$ cat src/core/uafc_defs.vh
// Notes on behaviour
// - transmitter and receiver run at once, each on its own bit rate.
// - stop-bit checking works in all async modes, only with error select set.
// - with checking on, a bad stop bit sets the framing error flag.
// - framing error flag clears only by software write or reset.
// - with checking on, receive done rises at the stop bit.
// - address recognition is on when multiproc enable is set in an async mode (modes 1 to 3).
// - with recognition on, receive done sets only for a matching address.
// - in mode 1 with recognition, the stop bit stands for the ninth bit.
// - mode 1 with recognition needs a match and a valid stop bit.
// - in mode 0 the multiproc enable bit does nothing.
// - an address matching the given or broadcast address is accepted.
// - given address is address byte with mask-zero bits as don't-care.
// - an all-ones mask makes only the exact address and the broadcast 8'hff match.
// - broadcast address is address OR mask, zero bits don't-care.
// - error select steers control bit 7 between mode bit and error flag.
`ifndef UAFC_DEFS_VH
`define UAFC_DEFS_VH
`define UAFC_CTRL_RESET     8'h00
`define UAFC_BIT_TOP        7
`define UAFC_BIT_MODE_LO    6
`define UAFC_BIT_MP_EN      5
`define UAFC_BIT_RX_EN      4
`define UAFC_BIT_TX_B8      3
`define UAFC_BIT_RX_B8      2
`define UAFC_BIT_TX_DONE    1
`define UAFC_BIT_RX_DONE    0
`define UAFC_MODE_SHIFT     2'h0
`define UAFC_MODE_8BIT      2'h1
`define UAFC_FIFO_WIDTH     9
`define UAFC_FIFO_DEPTH     16
`define UAFC_FIFO_AW        4
`define UAFC_DIV_W          16
`define UAFC_ST_IDLE        3'h0
`define UAFC_ST_START       3'h1
`define UAFC_ST_DATA        3'h2
`define UAFC_ST_STOP        3'h3
`define UAFC_TX_LEN_8       4'ha
`define UAFC_TX_LEN_9       4'hb
`endif

$ cat src/core/uafc_serial.v
`timescale 1ns/1ps
`default_nettype none
`include "uafc_defs.vh"

module uafc_fifo #(
   parameter WIDTH = 9,
   parameter DEPTH = 16,
   parameter AW    = 4
) (
   input  wire             clk,
   input  wire             rst_n,
   input  wire             in_valid,
   output wire             in_ready,
   input  wire [WIDTH-1:0] in_data,
   output wire             out_valid,
   input  wire             out_ready,
   output wire [WIDTH-1:0] out_data
);
   reg [WIDTH-1:0] mem [0:DEPTH-1];
   reg [AW-1:0]    wr_ptr_r;
   reg [AW-1:0]    rd_ptr_r;
   reg [AW:0]      count_r;
   wire            push;
   wire            pop;

   assign in_ready  = (count_r != DEPTH[AW:0]);
   assign out_valid = (count_r != {(AW+1){1'b0}});
   assign out_data  = mem[rd_ptr_r];
   assign push      = in_valid & in_ready;
   assign pop       = out_valid & out_ready;

   always @(posedge clk) begin
      if (push) begin
         mem[wr_ptr_r] <= in_data;
      end
   end

   always @(posedge clk) begin
      if (!rst_n) begin
         wr_ptr_r <= {AW{1'b0}};
         rd_ptr_r <= {AW{1'b0}};
         count_r  <= {(AW+1){1'b0}};
      end else begin
         if (push) begin
            wr_ptr_r <= wr_ptr_r + 1'b1;
         end
         if (pop) begin
            rd_ptr_r <= rd_ptr_r + 1'b1;
         end
         if (push && !pop) begin
            count_r <= count_r + 1'b1;
         end else if (pop && !push) begin
            count_r <= count_r - 1'b1;
         end
      end
   end
endmodule

module uafc_serial (
   // clock and reset
   input  wire                   SYS_CLK,
   input  wire                   RST_N,
   // serial line
   input  wire                   RXD,
   output reg                    TXD,
   // bit periods in clocks
   input  wire [`UAFC_DIV_W-1:0] RX_BIT_DIV,
   input  wire [`UAFC_DIV_W-1:0] TX_BIT_DIV,
   // configuration
   input  wire                   FRAME_ERROR_SELECT,
   input  wire [7:0]             SLAVE_ADDR_VALUE,
   input  wire [7:0]             SLAVE_ADDR_MASK,
   // serial control register access
   input  wire                   CTRL_WR,
   input  wire [7:0]             CTRL_WDATA,
   output reg  [7:0]             CTRL_RDATA,
   // transmit stream
   input  wire                   TX_VALID,
   output reg                    TX_READY,
   input  wire [7:0]             TX_DATA,
   // receive stream, bit 8 is the ninth bit
   output reg                    RX_VALID,
   input  wire                   RX_READY,
   output reg  [8:0]             RX_DATA
);
   reg        rxd_s1_r;
   reg        rxd_s2_r;
   reg        rxd_prev_r;
   reg        mode_hi_r;
   reg        mode_lo_r;
   reg        mp_en_r;
   reg        rx_en_r;
   reg        tx_b8_r;
   reg        rx_b8_r;
   reg        tx_done_r;
   reg        rx_done_r;
   reg        fe_flag_r;
   reg [2:0]  rx_st_r;
   reg [15:0] rx_cnt_r;
   reg [3:0]  rx_bit_r;
   reg [8:0]  rx_sh_r;
   reg        rx_taken_r;
   reg        pend_v_r;
   reg [8:0]  pend_r;
   reg [10:0] tx_sh_r;
   reg [3:0]  tx_left_r;
   reg [15:0] tx_cnt_r;
   reg        tx_busy_r;

   wire [1:0] mode      = {mode_hi_r, mode_lo_r};
   wire       async     = (mode != `UAFC_MODE_SHIFT);
   wire       nine_bit  = mode_hi_r;
   // mode 0 masks multiproc enable entirely
   wire       recog_on  = mp_en_r & async;
   wire       fe_check  = FRAME_ERROR_SELECT & async;
   wire [7:0] bcast     = SLAVE_ADDR_VALUE | SLAVE_ADDR_MASK;
   wire [3:0] last_bit  = nine_bit ? 4'h8 : 4'h7;
   wire       rx_tick   = (rx_cnt_r == 16'h0000);
   wire       fifo_in_ready;
   wire       fifo_out_valid;
   wire [8:0] fifo_out_data;
   wire       out_take  = fifo_out_valid & (!RX_VALID | RX_READY);

   // decision point and the word it is about
   reg        decide;
   reg [8:0]  word;
   reg        addr_bit;
   reg        given_hit;
   reg        bcast_hit;
   reg        accept;

   always @* begin
      decide    = 1'b0;
      word      = {1'b0, rx_sh_r[7:0]};
      given_hit = 1'b0;
      bcast_hit = 1'b0;
      addr_bit  = 1'b0;
      accept    = 1'b0;
      if (rx_st_r == `UAFC_ST_DATA && rx_tick && rx_bit_r == last_bit
          && !fe_check && !(recog_on && !nine_bit)) begin
         // no stop check needed: done at the last data bit
         decide = 1'b1;
         word   = nine_bit ? {rxd_s2_r, rx_sh_r[8:1]}
                           : {1'b0, rxd_s2_r, rx_sh_r[8:2]};
      end else if (rx_st_r == `UAFC_ST_STOP && rx_tick && !rx_taken_r) begin
         decide = 1'b1;
         word   = nine_bit ? rx_sh_r : {rxd_s2_r, rx_sh_r[8:1]};
      end
      // mode 1: the stop bit takes the ninth bit's place
      addr_bit  = nine_bit ? word[8] : rxd_s2_r;
      given_hit = ((word[7:0] ^ SLAVE_ADDR_VALUE)
                   & SLAVE_ADDR_MASK) == 8'h00;
      bcast_hit = ((word[7:0] & bcast) == bcast);
      if (!recog_on) begin
         accept = 1'b1;
      end else begin
         // a valid stop also required in mode 1
         accept = addr_bit & (given_hit | bcast_hit);
      end
   end

   // line synchroniser
   always @(posedge SYS_CLK) begin
      if (!RST_N) begin
         rxd_s1_r   <= 1'b1;
         rxd_s2_r   <= 1'b1;
         rxd_prev_r <= 1'b1;
      end else begin
         rxd_s1_r   <= RXD;
         rxd_s2_r   <= rxd_s1_r;
         rxd_prev_r <= rxd_s2_r;
      end
   end

   // receiver; a held word stalls the next start until the fifo frees
   always @(posedge SYS_CLK) begin
      if (!RST_N) begin
         rx_st_r    <= `UAFC_ST_IDLE;
         rx_cnt_r   <= 16'h0000;
         rx_bit_r   <= 4'h0;
         rx_sh_r    <= 9'h000;
         rx_taken_r <= 1'b0;
         pend_v_r   <= 1'b0;
         pend_r     <= 9'h000;
      end else begin
         if (pend_v_r && fifo_in_ready) begin
            pend_v_r <= 1'b0;
         end
         if (decide && accept) begin
            pend_v_r <= 1'b1;
            pend_r   <= word;
         end
         rx_cnt_r <= rx_tick ? RX_BIT_DIV - 16'h0001
                             : rx_cnt_r - 16'h0001;
         case (rx_st_r)
            `UAFC_ST_IDLE: begin
               rx_taken_r <= 1'b0;
               if (async && rx_en_r && !pend_v_r
                   && rxd_prev_r && !rxd_s2_r) begin
                  rx_st_r  <= `UAFC_ST_START;
                  rx_cnt_r <= {1'b0, RX_BIT_DIV[15:1]};
               end
            end
            `UAFC_ST_START: begin
               if (rx_tick) begin
                  // a glitch shorter than half a bit is ignored
                  rx_st_r  <= rxd_s2_r ? `UAFC_ST_IDLE : `UAFC_ST_DATA;
                  rx_bit_r <= 4'h0;
               end
            end
            `UAFC_ST_DATA: begin
               if (rx_tick) begin
                  rx_sh_r  <= {rxd_s2_r, rx_sh_r[8:1]};
                  rx_bit_r <= rx_bit_r + 4'h1;
                  if (rx_bit_r == last_bit) begin
                     rx_st_r    <= `UAFC_ST_STOP;
                     rx_taken_r <= decide;
                  end
               end
            end
            `UAFC_ST_STOP: begin
               if (rx_tick) begin
                  rx_st_r <= `UAFC_ST_IDLE;
               end
            end
            default: begin
               rx_st_r <= `UAFC_ST_IDLE;
            end
         endcase
      end
   end

   wire fe_event = (rx_st_r == `UAFC_ST_STOP) && rx_tick
                   && fe_check && !rxd_s2_r;

   // transmitter, independent bit period
   always @(posedge SYS_CLK) begin
      if (!RST_N) begin
         tx_sh_r   <= 11'h7ff;
         tx_left_r <= 4'h0;
         tx_cnt_r  <= 16'h0000;
         tx_busy_r <= 1'b0;
         TXD       <= 1'b1;
         TX_READY  <= 1'b0;
      end else begin
         TX_READY <= async && !tx_busy_r && !(TX_VALID && TX_READY);
         if (TX_VALID && TX_READY) begin
            tx_busy_r <= 1'b1;
            tx_cnt_r  <= TX_BIT_DIV - 16'h0001;
            tx_left_r <= nine_bit ? `UAFC_TX_LEN_9 : `UAFC_TX_LEN_8;
            tx_sh_r   <= nine_bit ? {1'b1, tx_b8_r, TX_DATA, 1'b0}
                                  : {2'b11, TX_DATA, 1'b0};
            TXD       <= 1'b0;
         end else if (tx_busy_r) begin
            if (tx_cnt_r == 16'h0000) begin
               tx_cnt_r  <= TX_BIT_DIV - 16'h0001;
               tx_sh_r   <= {1'b1, tx_sh_r[10:1]};
               TXD       <= tx_sh_r[1];
               tx_left_r <= tx_left_r - 4'h1;
               if (tx_left_r == 4'h1) begin
                  tx_busy_r <= 1'b0;
                  TXD       <= 1'b1;
               end
            end else begin
               tx_cnt_r <= tx_cnt_r - 16'h0001;
            end
         end
      end
   end

   wire tx_stop_start = tx_busy_r && tx_cnt_r == 16'h0000
                        && tx_left_r == 4'h2;

   // control register; hardware sets win over software clears
   always @(posedge SYS_CLK) begin
      if (!RST_N) begin
         mode_hi_r <= 1'b0;
         mode_lo_r <= 1'b0;
         mp_en_r   <= 1'b0;
         rx_en_r   <= 1'b0;
         tx_b8_r   <= 1'b0;
         rx_b8_r   <= 1'b0;
         tx_done_r <= 1'b0;
         rx_done_r <= 1'b0;
         fe_flag_r <= 1'b0;
      end else begin
         if (CTRL_WR) begin
            if (FRAME_ERROR_SELECT) begin
               fe_flag_r <= CTRL_WDATA[`UAFC_BIT_TOP];
            end else begin
               mode_hi_r <= CTRL_WDATA[`UAFC_BIT_TOP];
            end
            mode_lo_r <= CTRL_WDATA[`UAFC_BIT_MODE_LO];
            mp_en_r   <= CTRL_WDATA[`UAFC_BIT_MP_EN];
            rx_en_r   <= CTRL_WDATA[`UAFC_BIT_RX_EN];
            tx_b8_r   <= CTRL_WDATA[`UAFC_BIT_TX_B8];
            rx_b8_r   <= CTRL_WDATA[`UAFC_BIT_RX_B8];
            tx_done_r <= CTRL_WDATA[`UAFC_BIT_TX_DONE];
            rx_done_r <= CTRL_WDATA[`UAFC_BIT_RX_DONE];
         end
         // valid later stops never clear the flag
         if (fe_event) begin
            fe_flag_r <= 1'b1;
         end
         if (tx_stop_start) begin
            tx_done_r <= 1'b1;
         end
         if (decide && accept) begin
            rx_done_r <= 1'b1;
            rx_b8_r   <= addr_bit;
         end
      end
   end

   // readback and output stage
   always @(posedge SYS_CLK) begin
      if (!RST_N) begin
         CTRL_RDATA <= `UAFC_CTRL_RESET;
         RX_VALID   <= 1'b0;
         RX_DATA    <= 9'h000;
      end else begin
         CTRL_RDATA <= {FRAME_ERROR_SELECT ? fe_flag_r : mode_hi_r,
                        mode_lo_r, mp_en_r, rx_en_r, tx_b8_r,
                        rx_b8_r, tx_done_r, rx_done_r};
         if (out_take) begin
            RX_VALID <= 1'b1;
            RX_DATA  <= fifo_out_data;
         end else if (RX_READY) begin
            RX_VALID <= 1'b0;
         end
      end
   end

   uafc_fifo #(
      .WIDTH (`UAFC_FIFO_WIDTH),
      .DEPTH (`UAFC_FIFO_DEPTH),
      .AW    (`UAFC_FIFO_AW)
   ) u_fifo (
      .clk       (SYS_CLK),
      .rst_n     (RST_N),
      .in_valid  (pend_v_r),
      .in_ready  (fifo_in_ready),
      .in_data   (pend_r),
      .out_valid (fifo_out_valid),
      .out_ready (out_take),
      .out_data  (fifo_out_data)
   );
endmodule
`default_nettype wire

$ cat config.mk
export PLATFORM = sky130hd
export DESIGN_NAME = uafc_serial
export DESIGN_NICKNAME = d
export VERILOG_FILES = /design/src/core/uafc_serial.v
export VERILOG_INCLUDE_DIRS = /design/src /design/src/core
export SDC_FILE = /design/constraint.sdc
export NUM_CORES = 1
export LEC_CHECK = 0
export BUFFER_PORTS_ARGS = -buffer_cell sky130_fd_sc_hd__buf_4
export CAP_MARGIN = 10
export CORE_ASPECT_RATIO = 0.9
export CORE_UTILIZATION = 50
export DETAILED_ROUTE_END_ITERATION = 8
export HOLD_SLACK_MARGIN = 0.15
export MAX_ROUTING_LAYER = met4
export PLACE_DENSITY = 0.68
export SETUP_SLACK_MARGIN = 0.1
export SYNTH_ARGS = -nofsm -noshare
export SYNTH_HDL_FRONTEND = slang
export SYNTH_SLANG_ARGS = --single-unit
$ cat constraint.sdc
create_clock -name SYS_CLK -period 4.04 [get_ports SYS_CLK]
set_clock_uncertainty 0.1 [all_clocks]
set_input_delay 0.606 -clock SYS_CLK [delete_from_list [all_inputs] [get_ports SYS_CLK]]
set_output_delay 0.606 -clock SYS_CLK [all_outputs]
set_load 0.1 [all_outputs]
==> summary.txt <==
Timing
  – Max Slew Vio Count: 0
  – RSZ-0062 raised after global routing: false
  – Final hold vios: 0
  – Min cycle time layout: 3.62 ns
  – Fin crit share: 89.6%
  – Setup_tns: 0 ns
  – Final setup viols: 0
  – Final critical-path setup slack: 0.422 ns
  – WHS: 0.200 ns
  – Worst slew margin: 32.9%
  – Worst slew pin tran: 1.01 ns
  – FMAX: 276 MHz

Final layout
  – Post-route core utilization: 58.8%
  – Post-Layout Cell Count: 1447
  – Layout cells sized above 1: 18.6%
  – Diodes inserted: 0
  – Nets: 1214
  – Area Overhead vs Synth: 15.6%

Synth
  – Sequential fraction of the synthesis area: 56.3%
  – Yosys warns: 0
  – Primary FF master, synth: edfxtp_1
  – Mapped Nets: 1129
  – Cells after synthesis: 1040
  – Top cell type by total area after synthesis: edfxtp_1
  – Cell Area, Synth: 11800 um^2
  – FFs w/ async S/R, synth: 0%
  – Area fraction of the dominant cell type after synthesis: 36.5%
  – Synth area leaders: edfxtp_1 37%, dfxtp_1 20%, mux4_2 8.6%
  – EDFF count, synth: 144
  – Mean Syn Cell Area: 11.4 um^2
  – Flops & latches, synth: 261
  – Distinct cell type count after synthesis: 76

Critical path
  – Worst Path Max Fanout: 24
  – Critical Path Sink Type: flop
  – WS Path Type: flop to flop
  – Arrival @ worst endpoint: 3.96 ns
  – Reg2Reg Depth: 11
  – Critical-path cell list: nor3_1 -> nand2_1 -> or4_4 -> o21ai_4 -> a2bb2oi_1 -> xor2_1 -> a211o_1 -> a221o_1 -> o21bai_4 -> a21oi_1 -> a311oi_1
  – WP buf/inv: 0
  – Startpoint Class: flop
  – Stages on worst setup path: 11
  – Slowest-stage cell, CP: or4_4
  – CP required: 4.38 ns
  – Largest stage delay, worst path: 0.73 ns
  – CP top delay family: compound AO/OA/AOI/OAI gates

Floorplan
  – IO Count: 91
  – Starting density of the core: 50.9%
  – Die W: 164 um
  – Core area: 23300 um^2
  – Rows: 53
  – Die area: 24300 um^2
  – Chip height: 148 um

Pwr
  – Comb pwr share: 25.0%
  – Flop pwr share: 41.7%
  – Power Dens Cells: 535 nW/um^2
  – Clk pwr share: 33.2%
  – P_int: 5.06 mW
  – Pleak: 4.57 nW
  – Sw Ratio: 30.9%
  – Switching Power: 2.26 mW
  – Peak supply drop: 0.000466 V

Route
  – Detailed-route vias per instance: 5.73
  – Total wire length: 25.9 mm
  – Pre-Repair DR Iteration Count: 5
  – Initial drt markers: 821
  – Vias: 8295
  – WL/cell: 17.9 um
  – Antenna Nets Post-Route: 0
  – DRC Markers: 0

Clocking
  – Clk_lat worst skew: 0.54 ns
  – Clock buffer depth: 3
  – CTS tree: yes
  – CTS sink cnt: 261
  – Clock buffer count from CTS: 27
  – CTS resizes: 0
  – Reg clk slew, reported paths: 0.06 ns
  – Clock root buffer master: clkbuf_16
  – H-tree depth: 1

Global routing
  – Initial antenna violation count: 0
  – Overall routing resource usage: 22.4%
  – Total grt overflow: 0
  – First-pass GRT wire length: 41.3 mm
  – Vias in the first global route: 7835
  – Largest net degree at the start of global routing: 52

Run status
  – Status: complete, no violations

Placed design
  – Final HPWL DP: 17.6 mm
  – Inst Count DP: 1397
  – PortBufs: 90
  – Final GP Congestion: 0.890
  – Post-place setup slack: 0.405 ns

Worst hold path
  – Hold Path Stages: 3
  – Hold Crit Class: input port to flop

Run
  – Number of max-cap violations: 0
-- layer usage --
metal	wire (um)	up-vias	part of all wire [%]	GRT usage (%)
met1	12100	4017	47	31.9
met2	12000	227	46	34.1
li1	-	4005	-	-
met3	1380	46	5.3	2.95
met5	0	-	0	-
met4	490	0	1.9	5.37
-- registers in the layout, summed over array words and instances (netlist names), 2 cells and up --
signal	cells
u_fifo.mem	144
rx_cnt_r	16
tx_cnt_r	16
RX_DATA	9
pend_r	9
rx_sh_r	9
tx_sh_r	9
CTRL_RDATA	8
u_fifo.count_r	5
rx_bit_r	4
tx_left_r	4
u_fifo.rd_ptr_r	4
u_fifo.wr_ptr_r	4
rx_st_r	2
-- cell usage in the layout, fill, tap and decap left out, types with 18 or more instances in the layout --
cell	instances
edfxtp_1	144
clkbuf_16	27
mux4_2	45
xor2_1	24
buf_4	107
mux2i_1	18
o21ai_0	43
a21oi_1	88
nand2_1	146
nor3_1	25
xnor2_1	19
nor2_1	98
dfxtp_1	116
-- final cells by class --
cell class                      count  area, um^2
Clock inverter                     14         151
Inverter                           19        71.3
Sequential cell                   261        6670
Timing Repair Buffer              108         813
Fill cell                        1926        9590
Multi-Input combinational cell    708        4890
Clock buffer                       35         716
Tap cell                          302         378
-- tightest hold or removal path, cell delays in order --
cell	delay [ns]
buf_4	0.08
mux2i_1	0.05
nor2_1	0.07
-- final timing paths --
kind	end	start	slack [ns]
worst min-delay path	mp_en_r$_SDFFE_PN0P_	CTRL_WDATA[5]	0.20
worst max register to register	pend_r[0]$_SDFFE_PN0P_	rx_cnt_r[9]$_SDFF_PN0_	0.42
worst min register to register	rxd_s2_r$_SDFF_PN1_	rxd_s1_r$_SDFF_PN1_	0.30
worst max-delay path	pend_r[0]$_SDFFE_PN0P_	rx_cnt_r[9]$_SDFF_PN0_	0.42
-- power by group through the flow --
stage / Clock (mW) / Combinational, mW / Sequential (mW)
finish: 2.43 / 1.83 / 3.05
global route: 2.58 / 2.03 / 3.08
CTS: 2.48 / 1.84 / 3.06
detailed placement: 0 / 1.83 / 3.11
global placement: 0 / 1.81 / 3.11
floorplan: 0 / 1.24 / 3.28
-- per-stage QoR --
stage          area (um^2)  total power [mW]
2_1_floorplan        11800              4.52
3_3_place_gp         12800              4.92
4_1_cts              13700              7.37
6_report             13700              7.32
3_5_place_dp         12800              4.94
5_1_grt              13700              7.69
-- synth_stat cells (18+ instances only) --
| cell type | number |
|---|---|
| a21oi_1 | 88 |
| nor2_1 | 98 |
| mux4_2 | 45 |
| edfxtp_1 | 144 |
| xor2_1 | 24 |
| mux2i_1 | 18 |
| o21ai_0 | 43 |
| dfxtp_1 | 117 |
| clkbuf_1 | 40 |
| nand2_1 | 146 |
| xnor2_1 | 19 |
| nor3_1 | 26 |
| inv_1 | 18 |
-- cells by family (layout without fill, tap and decap cells) --
family / after synthesis / in the layout / synth area share [%]
AO/OA/AOI/OAI: 211 / 211 / 11.3
XOR/XNOR: 43 / 43 / 3.18
adder cells (fa/ha/maj): 18 / 18 / 1.97
buffers and inverters: 71 / 176 / 2.50
flip-flops: 261 / 261 / 56.3
multiplexers: 63 / 63 / 10.1
AND/OR/NAND/NOR: 373 / 373 / 14.7
-- timing repair --
item | in CTS | in global routing
hold buffers | 1 | 0
hold endpoints to repair | 1 | 0
setup buffers | 0 | 0
setup endpoints to repair | 0 | 0
Power figures use the tool's default switching activity.
